File: src/gpio_output_mux_pkg.sv
// Purpose: constants for the pin 1 output multiplexer and driver control
// Assumes: one 8-bit control register on a plain strobe port
// Notes: source and select codes follow the control register layout
// How it works
// - Source bits 4:2 pick receive port 0-3 (000-011), status (100) or transmit port (110).
// - Source codes 101 and 111 are reserved and drive a defined low level.
// - Select field bits 7:5 picks the signal within the group and both fields reset to zero.
// - Receive-port select 000 drives remote pin 0 and 011 drives remote pin 3.
// - Receive-port select 100 drives link lock and 101 drives pass.
// - Receive-port select 110 drives frame valid and 111 drives line valid.
// - Device-status select 000 drives the register level bit.
// - Device-status select 001 drives OR of lock over enabled ports and 010 their AND.
// - Device-status selects 101 to 111 are reserved and drive low.
// - Transmit select 000 drives AND of selected ports' pass and 001 their OR.
// - Transmit select 011 is high while a video line is being sent.
// - Transmit select 100 shows multi-port sync, 101 the transmit interrupt, 111 is reserved.
// - Bit 1 holds the software level driven in register-level mode and resets to 0.
// - Bit 0 enables the pin driver when 1 and resets to 0 so the pin floats after reset.
package gpio_output_mux_pkg;
  localparam logic [7:0] pin1_output_control_addr = 8'h11;
  localparam logic [7:0] pin1_output_control_rst = 8'h00;
  localparam int sel_lsb = 5;
  localparam int src_lsb = 2;
  localparam int level_bit = 1;
  localparam int enable_bit = 0;
  localparam logic [2:0] src_status = 3'h4;
  localparam logic [2:0] src_tx = 3'h6;
  localparam logic [2:0] sel_rx_lock = 3'h4;
  localparam logic [2:0] sel_rx_pass = 3'h5;
  localparam logic [2:0] sel_rx_fv = 3'h6;
  localparam logic [2:0] sel_rx_lv = 3'h7;
  localparam logic [2:0] sel_st_level = 3'h0;
  localparam logic [2:0] sel_st_lock_or = 3'h1;
  localparam logic [2:0] sel_st_lock_and = 3'h2;
  localparam logic [2:0] sel_st_pass_and = 3'h3;
  localparam logic [2:0] sel_st_fsync = 3'h4;
  localparam logic [2:0] sel_tx_pass_and = 3'h0;
  localparam logic [2:0] sel_tx_pass_or = 3'h1;
  localparam logic [2:0] sel_tx_frame = 3'h2;
  localparam logic [2:0] sel_tx_line = 3'h3;
  localparam logic [2:0] sel_tx_sync = 3'h4;
  localparam logic [2:0] sel_tx_irq = 3'h5;
endpackage

File: src/port_reduce.sv
// Purpose: AND and OR of a status vector over a set of enabled ports
// Assumes: an empty enable set gives AND low and OR low
// Notes: combinational
`timescale 1ns/1ps
`default_nettype none
module port_reduce #(
  parameter int N = 4
) (
  // inputs
  input wire logic [N-1:0] status,
  input wire logic [N-1:0] enable,
  // results
  output logic any_set,
  output logic all_set
);
  // an empty set must not report all set, so AND is qualified by any enable
  assign any_set = |(status & enable);
  assign all_set = (|enable) && (&(status | ~enable));
endmodule
`default_nettype wire

File: src/rx_signal_pick.sv
// Purpose: pick one of eight signals of one receive port by select code
// Assumes: select code is the register's select field
// Notes: combinational
`timescale 1ns/1ps
`default_nettype none
module rx_signal_pick
  import gpio_output_mux_pkg::*;
(
  // port signals
  input wire logic [3:0] remote_pin,
  input wire logic lock,
  input wire logic pass,
  input wire logic frame_valid,
  input wire logic line_valid,
  // select and result
  input wire logic [2:0] sel,
  output logic picked
);
  // codes 000..011 index the remote pins directly
  always_comb begin
    unique case (sel)
      sel_rx_lock: picked = lock;
      sel_rx_pass: picked = pass;
      sel_rx_fv: picked = frame_valid;
      sel_rx_lv: picked = line_valid;
      default: picked = remote_pin[sel[1:0]];
    endcase
  end
endmodule
`default_nettype wire

File: src/gpio_output_mux.sv
// Purpose: output multiplexer and driver control for general-purpose pin 1
// Assumes: all routed status inputs are synchronous to clock
// Notes: pin output and enable are registered, adding one cycle of latency
`timescale 1ns/1ps
`default_nettype none
module gpio_output_mux
  import gpio_output_mux_pkg::*;
#(
  parameter int PORTS = 4
) (
  // clock and reset
  input wire logic clock,
  input wire logic rst_b,
  // register port
  input wire logic [7:0] reg_addr,
  input wire logic [7:0] reg_wdata,
  input wire logic reg_write,
  input wire logic reg_read,
  output logic [7:0] reg_rdata,
  // receive port signals, four remote pins per port
  input wire logic [4*PORTS-1:0] rx_remote_pin,
  input wire logic [PORTS-1:0] rx_lock,
  input wire logic [PORTS-1:0] rx_pass,
  input wire logic [PORTS-1:0] rx_frame_valid,
  input wire logic [PORTS-1:0] rx_line_valid,
  input wire logic [PORTS-1:0] rx_port_enabled,
  // transmit port and device signals
  input wire logic [PORTS-1:0] tx_port_selected,
  input wire logic tx_frame_active,
  input wire logic tx_line_active,
  input wire logic tx_synchronized,
  input wire logic tx_interrupt,
  input wire logic frame_sync_pulse,
  // pin
  output logic pin1_out,
  output logic pin1_oe_b
);
  logic [7:0] ctl_r, ctl_nxt;
  logic [7:0] rdata_r, rdata_nxt;
  logic out_r, out_nxt;
  logic oe_b_r, oe_b_nxt;
  logic [2:0] pin1_signal_select;
  logic [2:0] pin1_source_group;
  logic pin1_register_level;
  logic pin1_drive_enable;
  logic [PORTS-1:0] rx_pick;
  logic lock_or, lock_and, pass_en_or, pass_en_and, pass_tx_or, pass_tx_and;
  logic status_sig, tx_sig, route;

  // field split of the control register
  assign pin1_signal_select = ctl_r[sel_lsb +: 3];
  assign pin1_source_group = ctl_r[src_lsb +: 3];
  assign pin1_register_level = ctl_r[level_bit];
  assign pin1_drive_enable = ctl_r[enable_bit];

  // one picker per receive port, all sharing the select field
  genvar g;
  generate
    for (g = 0; g < PORTS; g++) begin : g_rx
      rx_signal_pick u_pick (
        .remote_pin(rx_remote_pin[4*g +: 4]),
        .lock(rx_lock[g]),
        .pass(rx_pass[g]),
        .frame_valid(rx_frame_valid[g]),
        .line_valid(rx_line_valid[g]),
        .sel(pin1_signal_select),
        .picked(rx_pick[g])
      );
    end
  endgenerate

  // reductions over enabled ports for status and over selected ports for transmit
  port_reduce #(.N(PORTS)) u_lock_en (
    .status(rx_lock),
    .enable(rx_port_enabled),
    .any_set(lock_or),
    .all_set(lock_and)
  );
  port_reduce #(.N(PORTS)) u_pass_en (
    .status(rx_pass),
    .enable(rx_port_enabled),
    .any_set(pass_en_or),
    .all_set(pass_en_and)
  );
  port_reduce #(.N(PORTS)) u_pass_tx (
    .status(rx_pass),
    .enable(tx_port_selected),
    .any_set(pass_tx_or),
    .all_set(pass_tx_and)
  );

  // device status group; reserved codes hold the pin low
  always_comb begin
    unique case (pin1_signal_select)
      sel_st_level: status_sig = pin1_register_level;
      sel_st_lock_or: status_sig = lock_or;
      sel_st_lock_and: status_sig = lock_and;
      sel_st_pass_and: status_sig = pass_en_and;
      sel_st_fsync: status_sig = frame_sync_pulse;
      default: status_sig = 1'b0;
    endcase
  end

  // transmit port group; 110 and 111 are reserved and read low
  always_comb begin
    unique case (pin1_signal_select)
      sel_tx_pass_and: tx_sig = pass_tx_and;
      sel_tx_pass_or: tx_sig = pass_tx_or;
      sel_tx_frame: tx_sig = tx_frame_active;
      sel_tx_line: tx_sig = tx_line_active;
      sel_tx_sync: tx_sig = tx_synchronized;
      sel_tx_irq: tx_sig = tx_interrupt;
      default: tx_sig = 1'b0;
    endcase
  end

  // source group choice; reserved sources give a quiet low rather than garbage
  always_comb begin
    route = 1'b0;
    if (pin1_source_group[2] == 1'b0) begin
      route = rx_pick[pin1_source_group[1:0]];
    end else if (pin1_source_group == src_status) begin
      route = status_sig;
    end else if (pin1_source_group == src_tx) begin
      route = tx_sig;
    end
  end

  // register writes and read data, read data valid the cycle after the strobe
  always_comb begin
    ctl_nxt = ctl_r;
    rdata_nxt = 8'h00;
    if (reg_write && reg_addr == pin1_output_control_addr) begin
      ctl_nxt = reg_wdata;
    end
    if (reg_read && reg_addr == pin1_output_control_addr) begin
      rdata_nxt = ctl_r;
    end
  end

  // pin level and driver; the enable is active low at the pin
  always_comb begin
    out_nxt = route;
    oe_b_nxt = ~pin1_drive_enable;
  end

  // registers; driver off and all fields zero after reset
  always_ff @(posedge clock or negedge rst_b) begin
    if (!rst_b) begin
      ctl_r <= pin1_output_control_rst;
      rdata_r <= 8'h00;
      out_r <= 1'b0;
      oe_b_r <= 1'b1;
    end else begin
      ctl_r <= ctl_nxt;
      rdata_r <= rdata_nxt;
      out_r <= out_nxt;
      oe_b_r <= oe_b_nxt;
    end
  end

  assign reg_rdata = rdata_r;
  assign pin1_out = out_r;
  assign pin1_oe_b = oe_b_r;
endmodule
`default_nettype wire

File: config.mk
export PLATFORM = sky130hd
export DESIGN_NAME = gpio_output_mux
export DESIGN_NICKNAME = d
export VERILOG_FILES = /design/src/gpio_output_mux_pkg.sv /design/src/port_reduce.sv /design/src/rx_signal_pick.sv /design/src/gpio_output_mux.sv
export SDC_FILE = /design/constraint.sdc
export NUM_CORES = 1
export LEC_CHECK = 0
export ABC_AREA = 1
export BUFFER_PORTS_ARGS = -buffer_cell sky130_fd_sc_hd__buf_2
export CAP_MARGIN = 10
export CORE_ASPECT_RATIO = 1.1
export CORE_MARGIN = 2
export CORE_UTILIZATION = 46
export CTS_BUF_LIST = sky130_fd_sc_hd__clkbuf_4 sky130_fd_sc_hd__clkbuf_8
export DETAILED_ROUTE_END_ITERATION = 16
export PLACE_DENSITY = 0.83
export SYNTH_ARGS = -nofsm -noshare
export SYNTH_HDL_FRONTEND = slang
export SYNTH_SLANG_ARGS = --single-unit
File: constraint.sdc
create_clock -name clock -period 1.6 [get_ports clock]
set_clock_uncertainty 0.05 [all_clocks]
set_input_delay 0.16 -clock clock [delete_from_list [all_inputs] [get_ports clock]]
set_output_delay 0.16 -clock clock [all_outputs]
set_load 0.01 [all_outputs]
After elaboration in Yosys (flattened, before gate mapping)
Index checks and enable logic that the tools add are counted.

Register bits: 18. Bits in latches: 0. RAM bits: 0. Bits in read-only memories: 0. Bits of input ports: 65. Word-level logic and storage cells: 57. Memories: 0.

Add/sub/neg operators: 0. Multipliers: 0. Divide/modulo/power cells: 0. $lt $le $gt $ge: 2. Equality and inequality tests: 10. Shift operators: 0. Mux-type cells: 20. Bitwise gates (word level): 8. Reductions and logical operators: 13.

Operators with widths (number): 3-bit == test, second input constant (6); 1-bit case mux with 4 select lines (4); 4-bit OR reduction (4); 4-bit OR (3); 4-bit AND reduction (3); 1-bit binary-select mux with 2-bit select (5); 4-bit AND (2); 8-bit by 5-bit == test with 1-bit output, second input constant (1); 1-bit 2-to-1 mux (8); 8-bit 2-to-1 mux (1); 4-bit NOT (2); 3-bit by 2-bit == test with 1-bit output, second input constant (2); 2-bit by 3-bit less-than comparator with 1-bit output, second input constant (2); 1-bit case mux with 6 select lines (1); 1-bit logical AND (5); 1-bit case mux with 5 select lines (1); 3-bit by 1-bit == test with 1-bit output, second input constant (1); 3-bit zero test (1); 1-bit NOT (1).

Logic depth before layout (Yosys ltp)
Depth in word-level cells: 8. Gate-level depth with buffers: 12. Mapped depth without buffers: 12.

By module
From an unflattened synthesis, not the netlist that was laid out.

Cells, all modules: 241. Area, all modules: 1430.1 um^2.

Modules (own cells, without submodules): gpio_output_mux (times used 1, cells an instance 99, area each 847.1 um^2, seq. area each 451.7 um^2); rx_signal_pick (times used 4, cells an instance 22, area each 91.3 um^2, seq. area each 0.0 um^2); port_reduce (times used 3, cells an instance 18, area each 72.6 um^2, seq. area each 0.0 um^2).

Worst setup path after synthesis
OpenSTA, ideal clock, no wires.

Path kind: reg2reg. From: register ctl_r[5]. To: register out_r (netlist: pin1_out). Library setup time: 0.117 ns. Arrival: 1.113 ns. Data required time: 1.433 ns. Path slack: 0.319 ns. Cell stages (with the launch flop): 10. Path buffers: 2. Path through: dfrtp_1 -> buf_6 -> buf_4 -> nand3_1 -> nand2_1 -> nand3b_1 -> nand3_1 -> nand3_1 -> nand3_1 -> nand2_1.

Cells in the longest elaborated chain, start to end: 6. Elaborated cells on any way between the ends: 27. Classes of those cells: eq/ne: 7; mux: 19; reduce/logical: 1.

Ends and longest elaborated chain: from (decl) (line gpio_output_mux.sv:38) `logic [7:0] ctl_r, ctl_nxt;`; from (signal assigned) (line gpio_output_mux.sv:150) `ctl_r <= pin1_output_control_rst;`; from (signal assigned) (line gpio_output_mux.sv:155) `ctl_r <= ctl_nxt;`; 1-bit binary-select mux with 2-bit select (line rx_signal_pick.sv:26) `default: picked = remote_pin[sel[1:0]];`; 1-bit 2-to-1 mux (not written as such) (line rx_signal_pick.sv:26); 1-bit case mux with 4 select lines (line rx_signal_pick.sv:21) `unique case (sel)`; 1-bit binary-select mux with 2-bit select (line gpio_output_mux.sv:121) `route = rx_pick[pin1_source_group[1:0]];`; 1-bit 2-to-1 mux (not written as such) (line gpio_output_mux.sv:121); 1-bit 2-to-1 mux (*) (line gpio_output_mux.sv:120) `if (pin1_source_group[2] == 1'b0) begin`; via out_nxt (line gpio_output_mux.sv:40) `logic out_r, out_nxt;`; to (signal assigned) (line gpio_output_mux.sv:157) `out_r <= out_nxt;`; to (decl) (line gpio_output_mux.sv:40).

Mark *: on every way through the listed nets, which the timed path passes. The rest lies on a longest branch. The select of a mux whose other input is x is not followed. A chain may end at the register's enable or synchronous reset.

Worst setup path after layout
Same ends and word-level chain as after synthesis.

==> run summary <==
=================================================================================
Outcome                                                              finished, final reports clean
Data arrival, critical path                                               1.66 ns
Clock network latency to the later pin of the worst-skew pair             0.29 ns
Residual DRC count                                                              0
Inst Count DP                                                                 322
Maximum number of pins on one net before global-route repair                   19
Sequential group share of total power                                       0.472
Peak per-stage delay on the critical path                                 0.48 ns
Highest Clock Rate                                                      0.682 GHz
Total I/O pin count                                                            75
Family with the most delay on the worst path                         simple AND/OR/NAND/NOR gates
H-tree Lvls                                                                     1
Root buffer cell                                                     sky130_fd_sc_hd__clkbuf_4
DR pass1 iterations                                                             4
Most common cell after layout, fill and taps aside                   sky130_fd_sc_hd__nand2_1
CP startpoint kind                                                           flop
Switching portion of total power                                            0.285
Row cnt                                                                        20
Cell leakage power                                                        1.12 nW
Number of antenna-violating nets in the routed design                           0
Worst setup path start                                                   ctl_r[5]
Number of buffers inserted during clock tree synthesis                          3
Starting utilization of the core area                                       0.486
Die Span X                                                                55.6 um
Area of the core                                                     0.00278 sq mm
Crit share post-route                                                       0.916
Slew at the pin with the worst max-slew slack                            0.400 ns
Max transition margin                                                       0.733
Number of buffers on the longest clock path                                     2
Cell count after synthesis                                                    219
HPWL after detailed placement                                             2950 um
Util after Layout                                                           0.647
CP Capture Type                                                              flop
Cell accounting for the most synthesized area                        sky130_fd_sc_hd__dfrtp_1
Max-slew violation count                                                        0
Portion of synthesized cell area occupied by the leading cell type          0.315
Count of cell types in the netlist                                             18
Ranking of synthesized cells by area                                 sky130_fd_sc_hd__dfrtp_1, sky130_fd_sc_hd__nand2_1, sky130_fd_sc_hd__nor2_1, sky130_fd_sc_hd__nand3_1, sky130_fd_sc_hd__inv_1
Drt wl/cell                                                               11.2 um
Final period demand of the worst path                                     1.47 ns
Overall overflow remaining after global route                                   0
DR vias                                                                     1,640
Detail-routed via count per cell                                             4.97
Buffering stage count on the worst path with inverters included                 2
Ordered cell list for the critical path                              buf_4 -> nor2_4 -> nand2_1 -> nor2_1 -> nand2_1 -> nand2_1 -> nand2_1 -> nand2_1 -> nand2_1 -> nand2_1 -> inv_1 -> nand2_1
Overall track demand over capacity in global routing                        0.225
Worst hold path type                                                       in2reg
Switching power summed over all nets                                   0.000289 W
Register area share after synthesis                                         0.335
TritonCTS Sinks                                                                18
Post-Synthesis Cell Area                                             0.00135 sq mm
Number of global-route vias before repair                                   1,508
Critical path endpoint                                                   pin1_out
IR Drop Worst-Case VDD                                                 0.000606 V
Total number of nets in the final design                                      363
Crit-path slowest cell                                               sky130_fd_sc_hd__dfrtp_2
Part of the total power dissipated in combinational logic                   0.254
Final Hold Violating Endpoints                                                  0
Most frequent cell on the critical path                              sky130_fd_sc_hd__nand2_1
Initial detailed-routing violation count                                       66
Type of the worst setup path                                              reg2reg
Worst path required time                                                  1.79 ns
CTS clk-pin slew, worst paths                                             0.10 ns
Synthesized area divided by synthesized cell count                     6.16 sq um
Tot Pwr                                                                 0.00101 W
CP Max Fanout                                                                   8
Antenna cell count                                                              0
Number of fill cells in the layout                                            273
Layout overhead on the synthesized area                                     33.2%
Port Buffers                                                                   74
Internal cell power                                                    0.000724 W
Logic depth of the worst setup path including buffers                          12
Die Ht                                                                    60.8 um
Yosys warnings                                                                  0
Destination of the worst register-to-register timing path                pin1_out
Number of cells traversed by the worst register-to-register path               12
Max-Cap Viols                                                                   0
Ratio of total power to cell area                                     564 mW/mm^2
Clock tree from TritonCTS                                                    done
Synthesized flop and latch total                                               18
# setup viols final                                                             0
Setup slack, reg-to-reg                                                   0.13 ns
Source of the worst register-to-register timing path                     ctl_r[5]
Post-route insts no fill                                                      330
Proportion of layout cells with a drive suffix above 1                      0.313
First-pass GRT wire length                                                6070 um
Final Wtd Congestion                                                        0.926
Die Outline Area                                                     0.00338 sq mm
Leading cell types in the layout, fill and taps excluded             sky130_fd_sc_hd__nand2_1, sky130_fd_sc_hd__buf_2, sky130_fd_sc_hd__nor2_1
Clock network fraction of design power                                      0.275
Antenna violations before repair                                                0
Syn_nets                                                                      284
DRT Wirelength                                                            3680 um
Post-Route Hold Slack                                                   0.0596 ns
=================================================================================
==> worst register-to-register path: stages (launching register included) <==
cell and delay [ns]:
sky130_fd_sc_hd__dfrtp_2 0.48, sky130_fd_sc_hd__buf_4 0.19, sky130_fd_sc_hd__nor2_4 0.13, sky130_fd_sc_hd__nand2_1 0.07, sky130_fd_sc_hd__nor2_1 0.10, sky130_fd_sc_hd__nand2_1 0.06
sky130_fd_sc_hd__nand2_1 0.05, sky130_fd_sc_hd__nand2_1 0.05, sky130_fd_sc_hd__nand2_1 0.05, sky130_fd_sc_hd__nand2_1 0.04, sky130_fd_sc_hd__nand2_1 0.05, sky130_fd_sc_hd__inv_1 0.03
sky130_fd_sc_hd__nand2_1 0.05
==> cell type report <==
| class | instances | area, sq um | area share |
|---|---|---|---|
| well taps | 33 | 41.3 | 0.0230 |
| clock buffers | 4 | 36.3 | 0.0202 |
| multi-input cells | 166 | 733 | 0.408 |
| repair buffers | 81 | 425 | 0.237 |
| flip-flops and latches | 18 | 453 | 0.252 |
| inverters | 28 | 108 | 0.0599 |
==> worst min-delay path by stage <==
| stage | from | slack [ns] | cells past startpoint | to |
|---|---|---|---|---|
| after floorplan | rst_b | -0.19 | 0 | ctl_r[0] |
| after global placement | rst_b | 0.05 | 1 | ctl_r[0] |
| after detailed placement | rst_b | 0.06 | 1 | reg_rdata[4] |
| after CTS | reg_wdata[5] | 0.06 | 3 | ctl_r[5] |
| after global routing | reg_wdata[7] | 0.06 | 3 | ctl_r[7] |
| final | reg_wdata[7] | 0.06 | 3 | ctl_r[7] |
==> per-layer routing <==
layer | wire [um] | global-route usage
met1 | 1610 | 0.267
met4 | 6 | 0.0557
met3 | 276 | 0.0384
met2 | 1790 | 0.430
met5 | 0 | 0
==> what timing repair did <==
item	4_1_cts	5_1_grt
hold endpoints to repair	17	0
buffers inserted	0	3
hold buffers	1	0
setup endpoints to repair	0	1
gates resized for setup	0	2
==> power groups by stage <==
stage	combinational [W]	clock, W	sequential, W
finish	0.000257	0.000278	0.000478
global route	0.000291	0.000303	0.000479
CTS	0.000252	0.000279	0.000477
detailed placement	0.000249	0	0.000486
global placement	0.000246	0	0.000485
floorplan	0.000128	0	0.000484
==> cell families after synthesis <==
kind of cell / count (synthesis) / share of synthesized area
buf+inv: 35 / 0.122
flops: 18 / 0.335
simple gates: 153 / 0.495
compound gates: 13 / 0.0482
==> synth_stat cells <==
master / count
sky130_fd_sc_hd__nand2_1: 78
sky130_fd_sc_hd__nor2_1: 36
sky130_fd_sc_hd__inv_1: 26
sky130_fd_sc_hd__nand3_1: 23
sky130_fd_sc_hd__dfrtp_1: 17
sky130_fd_sc_hd__a21oi_1: 10
sky130_fd_sc_hd__nand4_1: 8
sky130_fd_sc_hd__buf_6: 3
sky130_fd_sc_hd__o21ai_0: 3
sky130_fd_sc_hd__buf_2: 2
sky130_fd_sc_hd__buf_4: 2
sky130_fd_sc_hd__inv_2: 2
sky130_fd_sc_hd__nor2_4: 2
sky130_fd_sc_hd__nor3_1: 2
sky130_fd_sc_hd__nor4_2: 2
sky130_fd_sc_hd__dfstp_2: 1
sky130_fd_sc_hd__nand3_2: 1
sky130_fd_sc_hd__nand3b_1: 1
==> metrics by stage <==
| step | cell area, sq um | setup TNS, ns | setup WS (ns) |
|---|---|---|---|
| finish | 1800 | 0 | 0.134 |
| global route | 1800 | -0.00727 | -0.00727 |
| CTS | 1770 | 0 | 0.0863 |
| detailed placement | 1720 | 0 | 0.112 |
| global placement | 1720 | 0 | 0.161 |
| floorplan | 1350 | 0 | 0.319 |
==> flip-flops by register name (all words and copies together), names as in the netlist <==
signal     count
ctl_r          8
reg_rdata      8
pin1_oe_b      1
pin1_out       1
Power figures use the tool's default switching activity.
